`config.mk`:
```
export PLATFORM = sky130hd
export DESIGN_NAME = pvic_ctrl
export DESIGN_NICKNAME = d
export VERILOG_FILES = /design/src/hdl/pvic_pkg.sv /design/src/hdl/pvic_ctrl.sv /design/src/hdl/pvic_arbiter.sv
export SDC_FILE = /design/constraint.sdc
export NUM_CORES = 1
export LEC_CHECK = 0
export BUFFER_PORTS_ARGS = -buffer_cell sky130_fd_sc_hd__buf_2
export CORE_MARGIN = 4
export CORE_UTILIZATION = 54
export CTS_BUF_LIST = sky130_fd_sc_hd__clkbuf_4 sky130_fd_sc_hd__clkbuf_8 sky130_fd_sc_hd__clkbuf_16
export DETAILED_ROUTE_END_ITERATION = 10
export GPL_ROUTABILITY_DRIVEN = 0
export MAX_ROUTING_LAYER = met4
export PLACE_DENSITY = 0.88
export SLEW_MARGIN = 10
export SYNTH_ARGS = -nofsm -noshare
export SYNTH_HDL_FRONTEND = slang
export SYNTH_SLANG_ARGS = --single-unit
```
`constraint.sdc`:
```
create_clock -name i_ref_clk -period 2.5 [get_ports i_ref_clk]
set_input_delay 0.5 -clock i_ref_clk [delete_from_list [all_inputs] [get_ports i_ref_clk]]
set_output_delay 0.5 -clock i_ref_clk [all_outputs]
set_load 0.01 [all_outputs]
```
`src/hdl/pvic_pkg.sv`:
```
package pvic_pkg;
  // Register offsets in the special function area
  localparam logic [7:0]  PVIC_ADDR_EN_LO   = 8'h3A;
  localparam logic [7:0]  PVIC_ADDR_EN_HI   = 8'h3B;
  localparam logic [7:0]  PVIC_ADDR_PEND_LO = 8'h3C;
  localparam logic [7:0]  PVIC_ADDR_PEND_HI = 8'h3D;
  // Reset values and field layout
  localparam logic [15:0] PVIC_PEND_RST     = 16'h0000;
  localparam logic [15:0] PVIC_EN_RST       = 16'h0000;
  localparam int          PVIC_MEF_BIT      = 0;
  localparam int          PVIC_WDT_IDX      = 2;
  localparam int          PVIC_EXT0_IDX     = 3;
  localparam int          PVIC_FIRST_MASK   = 4;
  localparam int          PVIC_NSRC         = 16;
  localparam logic [15:0] PVIC_LATCH_MASK   = 16'hFFFC;
  localparam logic [15:0] PVIC_EF_MASK      = 16'hFFF0;
  // Vector table
  localparam logic [15:0] PVIC_VEC_TOP      = 16'hFFFE;
  localparam logic [3:0]  PVIC_SRC_TRAP     = 4'h1;
  // Acceptance length in machine cycles
  localparam logic [3:0]  PVIC_ACC_CYCLES   = 4'h8;
  localparam logic [3:0]  PVIC_ACC_LAST     = PVIC_ACC_CYCLES - 4'h1;
  localparam logic [3:0]  PVIC_PUSH_PSW     = 4'h1;
  localparam logic [3:0]  PVIC_PUSH_PCH     = 4'h2;
  localparam logic [3:0]  PVIC_PUSH_PCL     = 4'h3;
  localparam logic [3:0]  PVIC_VEC_RD_LO    = 4'h4;
  localparam logic [3:0]  PVIC_VEC_RD_HI    = 4'h5;

  typedef enum logic [1:0] {
    PVIC_ST_IDLE,
    PVIC_ST_ACCEPT
  } pvic_state_t;
endpackage

```
`src/hdl/pvic_ctrl.sv`:
```
`timescale 1ns/10ps
// What this block does
// - Fifteen sources, two pseudo non-maskable
// - Fixed priority picks among pending requests
// - Vector address steps down by two
// - Latch set by request, cleared on accept
// - Reset clears all pending latches
// - Writes clear latches, never set them
// - Pending latches readable at two addresses
// - Enable register readable, writable, two addresses
// - Master enable at bit 0, reset zero
// - Accept clears master enable; maskable return sets
// - Nonmaskable return restores saved master enable unless already set
// - Trap and watchdog ignore enables, never nest
// - Maskable needs master and own enable
// - External 0 edge ignored when gate low
// - Request held until accepted or cleared
// - Acceptance takes eight machine cycles
// - Push status, PC high, PC low
// - Vector word loads program counter
// - No maskable accept while master enable zero
// - Only PC and status word saved
// - Returns pop three bytes, restore PC, status
// - Requests sampled at instruction final cycle
module pvic_ctrl
  import pvic_pkg::*;
(
  input  wire logic        i_ref_clk,
  input  wire logic        i_reset_n,
  input  wire logic        i_cycle_en,
  input  wire logic [15:0] i_src_req,
  input  wire logic        i_ext0_gate_bit,
  input  wire logic        i_trap_instruction,
  input  wire logic        i_instr_last,
  input  wire logic        i_enable_all_instruction,
  input  wire logic        i_disable_all_instruction,
  input  wire logic        i_maskable_return,
  input  wire logic        i_nonmaskable_return,
  input  wire logic        i_sfr_wr,
  input  wire logic        i_sfr_rd,
  input  wire logic [7:0]  i_sfr_addr,
  input  wire logic [7:0]  i_sfr_wdata,
  input  wire logic [15:0] i_pc,
  input  wire logic [7:0]  i_psw,
  input  wire logic [7:0]  i_mem_rdata,
  output logic [7:0]       o_sfr_rdata,
  output logic             o_sfr_hit,
  output logic             o_accept_busy,
  output logic             o_accept_start,
  output logic [3:0]       o_accept_src,
  output logic             o_stack_wr,
  output logic [7:0]       o_stack_wdata,
  output logic             o_sp_dec,
  output logic             o_sp_inc,
  output logic             o_vec_rd,
  output logic [15:0]      o_vec_addr,
  output logic             o_pc_load,
  output logic [15:0]      o_pc_value,
  output logic             o_trap_as_nop,
  output logic             o_master_enable_flag
);
  ////////////////////////////////////////////////////////////////////////////
  // State
  typedef struct packed {
    pvic_state_t state;
    logic [15:0] pend;
    logic [15:0] en;
    logic        nmi_active;
    logic        mef_saved;
    logic [3:0]  src;
    logic [3:0]  cnt;
    logic [15:0] pc_hold;
    logic [7:0]  psw_hold;
    logic [7:0]  vec_lo;
    logic [7:0]  rdata;
    logic        hit;
    logic        stack_wr;
    logic [7:0]  stack_wdata;
    logic        sp_dec;
    logic        sp_inc;
    logic        vec_rd;
    logic [15:0] vec_addr;
    logic        pc_load;
    logic [15:0] pc_value;
    logic        trap_nop;
    logic        start;
  } pvic_regs_t;

  pvic_regs_t       state_r;
  pvic_regs_t       state_nxt;
  logic [15:0]      eligible;
  logic             pick_any;
  logic [3:0]       pick_idx;
  logic [15:0]      set_req;
  logic             trap_take;
  logic             take_now;
  logic [3:0]       take_src;
  logic             take_nmi;

  ////////////////////////////////////////////////////////////////////////////
  // Vector word address of a source: two bytes per step below the top
  function automatic logic [15:0] pvic_vector(input logic [3:0] idx);
    pvic_vector = PVIC_VEC_TOP - {11'h000, idx, 1'b0};
  endfunction

  // Address decode shared by reads and writes; a full compare keeps
  // neighbouring special function registers from aliasing into this block
  function automatic logic pvic_is(input logic [7:0] a, input logic [7:0] ref_a);
    pvic_is = (a == ref_a);
  endfunction

  ////////////////////////////////////////////////////////////////////////////
  // Eligibility: watchdog ignores enables but is blocked while a
  // pseudo non-maskable service runs; maskable needs master and own flag
  always_comb begin
    eligible = 16'h0000;
    eligible[PVIC_WDT_IDX]  = state_r.pend[PVIC_WDT_IDX] & ~state_r.nmi_active;
    // External 0 has no own flag: its pin gate stands in for one, so a
    // latch set before the gate was closed is not taken either
    eligible[PVIC_EXT0_IDX] = state_r.pend[PVIC_EXT0_IDX]
                              & state_r.en[PVIC_MEF_BIT]
                              & i_ext0_gate_bit;
    // Same bit position for enable and latch keeps this a plain AND
    eligible = eligible | (state_r.pend & state_r.en & PVIC_EF_MASK
                           & {16{state_r.en[PVIC_MEF_BIT]}});
  end

  // Requests only; sources 0 and 1 have no latch, external 0 needs its gate
  always_comb begin
    set_req = i_src_req & PVIC_LATCH_MASK;
    if (!i_ext0_gate_bit) begin
      set_req[PVIC_EXT0_IDX] = 1'b0;
    end
  end

  // Trap is refused as a no-op while a pseudo non-maskable service runs
  assign trap_take = i_trap_instruction & ~state_r.nmi_active;

  ////////////////////////////////////////////////////////////////////////////
  // Take decision, only ever looked at on the last instruction cycle.
  // The trap outranks every latched source, so it is merged in here
  // rather than in the arbiter, which only sees latched requests.
  assign take_now = i_instr_last & (trap_take | pick_any);
  assign take_src = trap_take ? PVIC_SRC_TRAP : pick_idx;
  // Watchdog and trap both open a pseudo non-maskable service
  assign take_nmi = trap_take | (pick_idx == 4'(PVIC_WDT_IDX));

  // Priority pick over the eligible latches
  pvic_arbiter pvic_arbiter_inst (
    .i_eligible (eligible),
    .o_any      (pick_any),
    .o_index    (pick_idx)
  );

  ////////////////////////////////////////////////////////////////////////////
  // Next state
  // Later assignments win: a take in the same cycle as an enable write
  // still clears the master flag, and new requests win over clears.
  always_comb begin
    state_nxt             = state_r;
    state_nxt.stack_wr    = 1'b0;
    state_nxt.sp_dec      = 1'b0;
    state_nxt.sp_inc      = 1'b0;
    state_nxt.vec_rd      = 1'b0;
    state_nxt.pc_load     = 1'b0;
    state_nxt.trap_nop    = 1'b0;
    state_nxt.start       = 1'b0;
    state_nxt.hit         = 1'b0;

    // Register reads; reserved latch bits read as zero
    // Read data is held until the next read, so a slow core may take it late
    if (i_sfr_rd) begin
      state_nxt.hit = 1'b1;
      if (pvic_is(i_sfr_addr, PVIC_ADDR_EN_LO)) begin
        state_nxt.rdata = state_r.en[7:0];
      end else if (pvic_is(i_sfr_addr, PVIC_ADDR_EN_HI)) begin
        state_nxt.rdata = state_r.en[15:8];
      end else if (pvic_is(i_sfr_addr, PVIC_ADDR_PEND_LO)) begin
        state_nxt.rdata = state_r.pend[7:0];
      end else if (pvic_is(i_sfr_addr, PVIC_ADDR_PEND_HI)) begin
        state_nxt.rdata = state_r.pend[15:8];
      end else begin
        state_nxt.hit   = 1'b0;
        state_nxt.rdata = 8'h00;
      end
    end

    // Enable writes; a read-modify-write arrives as a plain byte write.
    // Bits 1 to 3 have no flag and read zero.
    // External 0 is gated by its pin gate, not by an enable bit here.
    if (i_sfr_wr && pvic_is(i_sfr_addr, PVIC_ADDR_EN_LO)) begin
      state_nxt.en[7:0] = i_sfr_wdata & PVIC_EF_MASK[7:0] | {7'h00, i_sfr_wdata[0]};
    end
    if (i_sfr_wr && pvic_is(i_sfr_addr, PVIC_ADDR_EN_HI)) begin
      state_nxt.en[15:8] = i_sfr_wdata;
    end
    if (i_enable_all_instruction) begin
      state_nxt.en[PVIC_MEF_BIT] = 1'b1;
    end
    if (i_disable_all_instruction) begin
      state_nxt.en[PVIC_MEF_BIT] = 1'b0;
    end

    // Pending writes can only clear: a zero clears, a one keeps.
    // A read-modify-write here could wipe a request that arrived between
    // the read and the write, which is why only plain loads are allowed.
    // Software is trusted not to clear the watchdog latch.
    if (i_sfr_wr && pvic_is(i_sfr_addr, PVIC_ADDR_PEND_LO)) begin
      state_nxt.pend[7:0] = state_r.pend[7:0] & i_sfr_wdata;
    end
    if (i_sfr_wr && pvic_is(i_sfr_addr, PVIC_ADDR_PEND_HI)) begin
      state_nxt.pend[15:8] = state_r.pend[15:8] & i_sfr_wdata;
    end

    // Returns: PC and status come back from the stack, three pops
    // The core does the three pops; this block only flags them once
    if (i_maskable_return) begin
      state_nxt.en[PVIC_MEF_BIT] = 1'b1;
      state_nxt.nmi_active       = 1'b0;
      state_nxt.sp_inc           = 1'b1;
    end
    if (i_nonmaskable_return) begin
      // Stay set if the service set it, else restore the saved value
      state_nxt.en[PVIC_MEF_BIT] = state_r.en[PVIC_MEF_BIT] | state_r.mef_saved;
      state_nxt.nmi_active       = 1'b0;
      state_nxt.sp_inc           = 1'b1;
    end

    unique case (state_r.state)
      PVIC_ST_IDLE: begin
        // Sampled on the last cycle of the instruction in progress
        if (take_now) begin
          state_nxt.state    = PVIC_ST_ACCEPT;
          state_nxt.start    = 1'b1;
          state_nxt.cnt      = 4'h0;
          state_nxt.src      = take_src;
          // Only PC and status are captured; working registers are the
          // service routine's own business
          state_nxt.pc_hold  = i_pc;
          state_nxt.psw_hold = i_psw;
          state_nxt.vec_addr = pvic_vector(take_src);
          state_nxt.en[PVIC_MEF_BIT] = 1'b0;
          if (take_nmi) begin
            state_nxt.nmi_active = 1'b1;
            state_nxt.mef_saved  = state_r.en[PVIC_MEF_BIT];
          end
          if (!trap_take) begin
            state_nxt.pend[pick_idx] = 1'b0;
          end
        end else if (i_trap_instruction && i_instr_last) begin
          state_nxt.trap_nop = 1'b1;
        end
      end
      PVIC_ST_ACCEPT: begin
        // Step schedule, one step per machine cycle:
        //   step 1..3  push status, PC high, PC low (stack grows down)
        //   step 4     address the low vector byte
        //   step 5     capture low byte, move to the high byte
        //   step 7     load PC from both bytes and go idle
        // Steps 0 and 6 are idle slots that keep the total at eight,
        // matching the core's bus timing for an accepted interrupt.
        if (i_cycle_en) begin
          state_nxt.cnt = state_r.cnt + 4'h1;
          unique case (state_r.cnt)
            PVIC_PUSH_PSW: begin
              state_nxt.stack_wr    = 1'b1;
              state_nxt.sp_dec      = 1'b1;
              state_nxt.stack_wdata = state_r.psw_hold;
            end
            PVIC_PUSH_PCH: begin
              state_nxt.stack_wr    = 1'b1;
              state_nxt.sp_dec      = 1'b1;
              state_nxt.stack_wdata = state_r.pc_hold[15:8];
            end
            PVIC_PUSH_PCL: begin
              state_nxt.stack_wr    = 1'b1;
              state_nxt.sp_dec      = 1'b1;
              state_nxt.stack_wdata = state_r.pc_hold[7:0];
            end
            PVIC_VEC_RD_LO: begin
              state_nxt.vec_rd = 1'b1;
            end
            PVIC_VEC_RD_HI: begin
              state_nxt.vec_lo   = i_mem_rdata;
              state_nxt.vec_rd   = 1'b1;
              state_nxt.vec_addr = state_r.vec_addr + 16'h0001;
            end
            PVIC_ACC_LAST: begin
              state_nxt.pc_value = {i_mem_rdata, state_r.vec_lo};
              state_nxt.pc_load  = 1'b1;
              state_nxt.state    = PVIC_ST_IDLE;
            end
            default: begin
              state_nxt.cnt = state_r.cnt + 4'h1;
            end
          endcase
        end
      end
      default: begin
        state_nxt.state = PVIC_ST_IDLE;
      end
    endcase

    // New requests win over any clear in the same cycle
    state_nxt.pend = state_nxt.pend | set_req;
  end

  ////////////////////////////////////////////////////////////////////////////
  // Registers
  always_ff @(posedge i_ref_clk) begin
    if (!i_reset_n) begin
      // Clearing the whole word also drops any half-done acceptance;
      // the core restarts from its own reset vector anyway
      state_r             <= '0;
      state_r.state       <= PVIC_ST_IDLE;
      state_r.pend        <= PVIC_PEND_RST;
      state_r.en          <= PVIC_EN_RST;
    end else begin
      state_r <= state_nxt;
    end
  end

  ////////////////////////////////////////////////////////////////////////////
  // Outputs straight from flip-flops; busy is decoded from the state register
  assign o_sfr_rdata          = state_r.rdata;
  assign o_sfr_hit            = state_r.hit;
  // Acceptance engine towards the core sequencer
  assign o_accept_busy        = (state_r.state == PVIC_ST_ACCEPT);
  assign o_accept_start       = state_r.start;
  assign o_accept_src         = state_r.src;
  assign o_stack_wr           = state_r.stack_wr;
  assign o_stack_wdata        = state_r.stack_wdata;
  assign o_sp_dec             = state_r.sp_dec;
  assign o_sp_inc             = state_r.sp_inc;
  assign o_vec_rd             = state_r.vec_rd;
  assign o_vec_addr           = state_r.vec_addr;
  assign o_pc_load            = state_r.pc_load;
  assign o_pc_value           = state_r.pc_value;
  assign o_trap_as_nop        = state_r.trap_nop;
  // The flag is the live enable bit, so software and the core agree
  assign o_master_enable_flag = state_r.en[PVIC_MEF_BIT];
endmodule

```
`src/hdl/pvic_arbiter.sv`:
```
`timescale 1ns/10ps
// Fixed priority pick: lowest index that is eligible wins
module pvic_arbiter
  import pvic_pkg::*;
(
  input  wire logic [15:0] i_eligible,
  output logic             o_any,
  output logic [3:0]       o_index
);
  ////////////////////////////////////////////////////////////////////////////
  // Scan from low priority upward so the highest priority is the last hit
  always_comb begin
    o_any   = 1'b0;
    o_index = 4'h0;
    for (int k = PVIC_NSRC - 1; k >= 0; k--) begin
      if (i_eligible[k]) begin
        o_any   = 1'b1;
        o_index = 4'(k);
      end
    end
  end
endmodule

```
==> impl_results.md, run 1 <==
- Slew at the pin with the worst max-slew slack: 0.665 ns
- Via count: 5,645
- Met2 WL post-DR: 7330 um
- Async SR Flop Fraction: 0%
- Top cell type's share of synthesized area: 41.8%
- TritonCTS Sinks: 127
- Fillers: 909
- Post-CTS Hold Buffers: 0
- Synth cell types: 68
- CP Launch Type: flip-flop
- Top routing layer in use: met4
- Hold Startpoint: i_nonmaskable_return
- CTS tree: yes
- Average wire per standard cell: 16.3 um
- Critical Path Fanout Max: 12
- Synth area leader: dfxtp_1
- Relative slew slack: 55.6%
- Combinational Power Share: 8.3%
- Crit. End Element: flip-flop
- Clk slew on worst S/H paths: 0.06 ns
- Die footprint: 0.0130 mm2
- All-Layer GR Usage: 25.2%
- Top cells by area, synth: dfxtp_1 (42%), nand2_1 (9.0%), a21oi_1 (7.5%)
- Worst Hold Class: input port to flip-flop
- Fin crit period: 2.19 ns
- EDFF count, synth: 0
- Fin. Hold Viols: 0
- Vias in the first global route: 5,378
- Cell Area, Synth: 0.00608 mm2
- Met3 WL: 1270 um
- Die width: 114 um
- Switching pwr: 1.29 mW
- Area grow syn2layout: 16.9%
- Core Util, Final: 65.0%
- Synth warn: 0
- Dpl cells: 942
- Initial antenna violation count: 0
- Top post-synthesis cells by count: nand2_1 (146), dfxtp_1 (127), a21oi_1 (91), buf_4 (55), nor2_1 (53)
- Post_cts resized: 0
- Core Box Area: 0.0109 mm2
- Internal Power: 3.97 mW
- Sw Ratio: 24.6%
- First-pass iteration count of the detailed router: 8
- Global-route wire length before repair: 25,800 um
- Row cnt: 38
- Power share of the clock group: 50.1%
- Nets: 902
- Setup TNS Final: 0 ns
- RSZ-0062 raised after global routing: false
- Antenna Cells: 0
- Residual DRC count: 0
- Finished Cell Area: 0.00711 mm2
- Final worst path period share: 87.7%
- GRT overflow: 0
- Die height: 114 um
- Most common cell in the netlist: nand2_1
- Total power: 5.26 mW
- Synthesized net count: 827
- Setup Buffers After CTS: 0
- H-tree depth: 4
- Layout cells sized above 1: 24.5%
- Dpl cell area: 0.00648 mm2
- Setup-failing EPs final: 0
- Final Slew Violations: 0
- Power per cell area: 740 mW/mm2
- Reg2reg start: state_r[123]$_SDFF_PN0_
- Max IR drop VDD: 576 uV
- Leak: 2.92 nW
- Number of max-cap violations: 0
- Ports: 138
- Sequential share of the synthesized area: 41.8%
- Syn avg cell area: 8.15 um2
- Mean number of vias per cell: 5.80
- Sequential Power Share: 41.6%
- Clk_lat worst skew: 0.42 ns
- Layout Skew: 0.0115 ns
- CTS max path bufs: 2
- Num CTS Buffers: 17
- Buffers on Ports: 135
- Largest net degree at the start of global routing: 64
- M1 WL: 6810 um
- FF+latch count, synth: 127
- Fmax: 0.456 GHz
- Worst EP arrival: 2.49 ns
- Final wirelength: 15,900 um
- WS Path Type: flip-flop to flip-flop
- Syn Inst Count: 746
- Root Driver: clkbuf_16
- Initial core utilization: 55.6%
- Fin cells: 973
- Worst EP required: 2.80 ns
- Dominant synthesized flop cell: dfxtp_1
- Initial DRC Count: 603
- Detailed Place HPWL: 11,100 um
- Status: completed
- Final ANT Viol Nets: 0
- Crit path launch: state_r[123]$_SDFF_PN0_
==> layout make-up <==
class / instances / area (um2) / share of cell area, %
Clock inverter: 14 / 205 / 2.89
Multi-Input combinational cell: 508 / 2890 / 40.7
Sequential cell: 127 / 2540 / 35.7
Clock buffer: 17 / 425 / 5.98
Inverter: 15 / 56.3 / 0.792
Tap cell: 140 / 175 / 2.46
Timing Repair Buffer: 152 / 816 / 11.5
==> sequential cells by signal (all words and copies together) (netlist names), 4 cells and up <==
register	cells
o_stack_wdata	8
o_accept_src	4
state_r	67
o_vec_addr	16
o_sfr_rdata	8
o_pc_value	16
==> critical path: stages (launching register included) <==
cell and delay [ns]:
dfxtp_1 0.36, a22oi_4 0.31, a41oi_4 0.23, o31a_4 0.44
nor2_4 0.30, nor4_1 0.09, a311o_1 0.33
==> path summary, 6_finish.rpt <==
| kind | to | slack [ns] | cells after the start |
|---|---|---|---|
| worst min register to register | o_pc_value[5]$_SDFFE_PN0P_ | 0.45 | 2 |
| worst min-delay path | o_master_enable_flag$_SDFF_PN0_ | 0.30 | 2 |
| worst max register to register | o_vec_addr[2]$_SDFFE_PN0P_ | 0.31 | 6 |
| worst max-delay path | o_vec_addr[2]$_SDFFE_PN0P_ | 0.31 | 6 |
==> power by group through the flow <==
stage | Combinational, mW | Sequential, mW | Clock, mW
2_1_floorplan | 0.309 | 2.20 | 0
3_3_place_gp | 0.421 | 2.22 | 0
3_5_place_dp | 0.429 | 2.22 | 0
4_1_cts | 0.433 | 2.18 | 2.66
5_1_grt | 0.480 | 2.20 | 2.77
6_report | 0.437 | 2.19 | 2.64
==> logic make-up after synthesis <==
| family | count (synthesis) | synth area share (%) |
|---|---|---|
| AO/OA/AOI/OAI | 204 | 22.9 |
| XOR/XNOR | 7 | 1.01 |
| adder cells (fa/ha/maj) | 5 | 1.03 |
| buffers and inverters | 111 | 10.7 |
| flip-flops | 127 | 41.8 |
| multiplexers | 13 | 2.16 |
| AND/OR/NAND/NOR | 279 | 20.4 |
==> placed cells by master, fill, tap and decap left out, types with 4 or more instances in the layout <==
master     netlist  final
nand2_1        146    146
buf_2           13    135
dfxtp_1        127    127
a21oi_1         91     91
nor2_1          53     53
nand3_1         25     25
o21ai_0         23     23
clkbuf_16        0     17
buf_4           55     16
inv_1           15     14
o21a_1          13     13
mux2i_1         12     12
nand4_1          8      8
nor3_1           8      8
a22oi_1          8      8
a311oi_1         8      8
and2_1           7      7
a31oi_1          6      6
nand2b_1         5      5
a22o_1           5      5
nor2b_1          5      5
and3_1           5      5
o221ai_1         5      5
ha_1             5      5
inv_6            0      5
a211oi_1         4      4
a222oi_1         4      4
xnor2_1          4      4
bufinv_16        0      4
==> metrics by stage <==
step / hold WS (ns) / setup WS [ns]
6_report: 0.297 / 0.307
5_1_grt: 0.292 / 0.174
4_1_cts: 0.290 / 0.332
3_5_place_dp: 0.444 / 0.297
3_3_place_gp: 0.432 / 0.313
2_1_floorplan: 0.429 / 0.581
==> per-layer routing <==
layer	GRT usage (%)	up-vias
li1	-	2716
met1	33.0	2598
met2	37.9	284
met3	6.03	47
met4	9.74	0
met5	-	-
Power figures use the tool's default switching activity.
==> run 2: changes to the inputs <==
--- a/config.mk
+++ b/config.mk
@@ -7,12 +7,12 @@
 export LEC_CHECK = 0
 export BUFFER_PORTS_ARGS = -buffer_cell sky130_fd_sc_hd__buf_2
 export CORE_MARGIN = 4
-export CORE_UTILIZATION = 54
+export CORE_UTILIZATION = 58
 export CTS_BUF_LIST = sky130_fd_sc_hd__clkbuf_4 sky130_fd_sc_hd__clkbuf_8 sky130_fd_sc_hd__clkbuf_16
 export DETAILED_ROUTE_END_ITERATION = 10
 export GPL_ROUTABILITY_DRIVEN = 0
 export MAX_ROUTING_LAYER = met4
-export PLACE_DENSITY = 0.88
+export PLACE_DENSITY = 0.93
 export SLEW_MARGIN = 10
 export SYNTH_ARGS = -nofsm -noshare
 export SYNTH_HDL_FRONTEND = slang
==> constraint.sdc (replaced) <==
create_clock -name i_ref_clk -period 2.65 [get_ports i_ref_clk]
set_input_delay 0.53 -clock i_ref_clk [delete_from_list [all_inputs] [get_ports i_ref_clk]]
set_output_delay 0.53 -clock i_ref_clk [all_outputs]
set_load 0.01 [all_outputs]
==> impl_results.md, run 2 (synthesis results as in run 1) <==
- Fillers: 792 (was 909)
- Power per cell area: 669 mW/mm2 (was 740 mW/mm2)
- Fin crit period: 2.28 ns (was 2.19 ns)
- Leak: 2.89 nW (was 2.92 nW)
- Post-CTS Hold Buffers: 0 (unchanged)
- Initial core utilization: 59.2% (was 55.6%)
- Slowest library cell on the worst path: dfxtp_1 (was o31a_4)
- Die height: 110 um (was 114 um)
- Critical Path Fanout Max: 29 (was 12)
- Worst Hold Class: input port to flip-flop (unchanged)
- Crit path largest cell delay: 0.61 ns (was 0.44 ns)
- Max IR drop VDD: 472 uV (was 576 uV)
- TritonCTS Sinks: 127 (unchanged)
- H-tree depth: 4 (unchanged)
- Via count: 5,645 (unchanged)
- GRT overflow: 0 (unchanged)
- CP Launch Type: flip-flop (unchanged)
- First-pass iteration count of the detailed router: 9 (was 8)
- Num CTS Buffers: 17 (unchanged)
- CTS max path bufs: 2 (unchanged)
- Mean number of vias per cell: 5.83 (was 5.80)
- Reg2Reg Depth: 7 (was 6)
- Die width: 110 um (was 114 um)
- Slew at the pin with the worst max-slew slack: 0.668 ns (was 0.665 ns)
- Fin. Hold Viols: 0 (unchanged)
- Crit. End Element: flip-flop (unchanged)
- Most frequent cells in the layout: nand2_1 (146), buf_2 (135), dfxtp_1 (127), a21oi_1 (91), nor2_1 (53) (unchanged)
- Setup Buffers After CTS: 0 (unchanged)
- RSZ-0062 raised after global routing: false (unchanged)
- Failing checks: DRC
- Flop2flop setup slack: 0.37 ns (was 0.31 ns)
- Core Box Area: 0.0103 mm2 (was 0.0109 mm2)
- Core Util, Final: 68.5% (was 65.0%)
- Antenna Cells: 0 (unchanged)
- Root Driver: clkbuf_8 (was clkbuf_16)
- Relative slew slack: 55.3% (was 55.6%)
- Worst EP arrival: 2.75 ns (was 2.49 ns)
- Fmax: 0.439 GHz (was 0.456 GHz)
- Max reg flops: 67 (unchanged)
- Clk slew on worst S/H paths: 0.06 ns (about the same)
- All-Layer GR Usage: 26.0% (was 25.2%)
- Worst EP required: 3.12 ns (was 2.80 ns)
- RR Endpoint: o_vec_addr[2]$_SDFFE_PN0P_ (unchanged)
- Final wirelength: 15,700 um (was 15,900 um)
- Post_cts resized: 0 (unchanged)
- Min-Delay Endpoint: state_r[123]$_SDFF_PN0_ (was o_master_enable_flag$_SDFF_PN0_)
- Cell Chain, Critical Path: inv_1, a41oi_4, o31a_4, buf_4, nand2_1, a21oi_1, a311o_1 (was a22oi_4, a41oi_4, o31a_4, nor2_4, nor4_1, a311o_1)
- Initial antenna violation count: 0 (unchanged)
- Area grow syn2layout: 15.8% (was 16.9%)
- Die footprint: 0.0122 mm2 (was 0.0130 mm2)
- Biggest register: state_r (unchanged)
- WS Path Type: flip-flop to flip-flop (unchanged)
- Final worst path period share: 85.9% (was 87.7%)
- WHS Path Cells: 2 (unchanged)
- Residual DRC count: 1 (was 0)
- CTS tree: yes (unchanged)
- Dpl cell area: 0.00647 mm2 (was 0.00648 mm2)
- Nets: 901 (was 902)
- Ports: 138 (unchanged)
- Hold Startpoint: i_src_req[9] (was i_nonmaskable_return)
- Layout Skew: 0.0201 ns (was 0.0115 ns)
- Largest net degree at the start of global routing: 48 (was 64)
- Number of max-cap violations: 0 (unchanged)
- Layout cells sized above 1: 24.5% (unchanged)
- Clk_lat worst skew: 0.53 ns (was 0.42 ns)
- Status: finished, violations left (was completed)
- Final Slew Violations: 0 (unchanged)
- Final ANT Viol Nets: 0 (unchanged)
- Finished Cell Area: 0.00704 mm2 (was 0.00711 mm2)
- Detailed Place HPWL: 10,900 um (was 11,100 um)
- Setup TNS Final: 0 ns (unchanged)
- Setup-failing EPs final: 0 (unchanged)
- Row cnt: 37 (was 38)
- Initial DRC Count: 536 (was 603)
- Global-route wire length before repair: 25,600 um (was 25,800 um)
- Most common cell after layout, fill and taps aside: nand2_1 (unchanged)
- Buffers on Ports: 135 (unchanged)
- Average wire per standard cell: 16.2 um (was 16.3 um)
- Reg2reg start: o_master_enable_flag$_SDFF_PN0_ (was state_r[123]$_SDFF_PN0_)
- Total power: 4.71 mW (was 5.26 mW)
- Vias in the first global route: 5,375 (was 5,378)
-- run 2: area by class of cell --
type / instances / area, um2 / area share (%)
Clock buffer: 18 / 428 / 6.08
Clock inverter: 14 / 145 / 2.06
Inverter: 15 / 56.3 / 0.800
Multi-Input combinational cell: 508 / 2890 / 41.1
Sequential cell: 127 / 2540 / 36.1
Tap cell: 136 / 170 / 2.42
Timing Repair Buffer: 151 / 808 / 11.5
-- run 2: critical path, delay by kind of cell, from the launching register on --
kind	cells	cell delay, ns
AO/OA/AOI/OAI	4	0.98
buffers and inverters	2	0.49
flip-flops	1	0.61
AND/OR/NAND/NOR	1	0.13
-- run 2: metrics by stage --
stage	worst slack [ns]	hold WS, ns	instances
after floorplan	0.701	0.429	746
after global placement	0.454	0.432	937
after global routing	0.205	0.230	969
final	0.374	0.217	969
after detailed placement	0.399	0.442	937
after CTS	0.414	0.219	969
-- run 2: worst max path at each step --
stage                                       to  slack, ns                             from
global placement       state_r[119]$_SDFF_PN0_       0.45                    i_sfr_addr[2]
CTS                 o_vec_addr[2]$_SDFFE_PN0P_       0.41  o_master_enable_flag$_SDFF_PN0_
finish              o_vec_addr[2]$_SDFFE_PN0P_       0.37  o_master_enable_flag$_SDFF_PN0_
detailed placement  o_vec_addr[2]$_SDFFE_PN0P_       0.40               i_trap_instruction
floorplan              state_r[119]$_SDFF_PN0_       0.70                    i_sfr_addr[2]
global route        o_vec_addr[2]$_SDFFE_PN0P_       0.21  o_master_enable_flag$_SDFF_PN0_
-- run 2: metal layers --
| layer | global-route usage [%] | vias to the layer above | share of wire, % |
|---|---|---|---|
| li1 | - | 2720 | - |
| met1 | 31.9 | 2562 | 42 |
| met2 | 40.0 | 315 | 46 |
| met3 | 7.34 | 48 | 8.8 |
| met4 | 11.7 | 0 | 3.1 |
| met5 | - | - | 0 |
-- run 2: where the power goes --
part | leakage [nW] | switching (mW) | total [mW] | internal, mW
clock | 0.274 | 0.940 | 2.24 | 1.30
combinational | 1.58 | 0.238 | 0.409 | 0.170
sequential | 1.04 | 0.0786 | 2.06 | 1.98
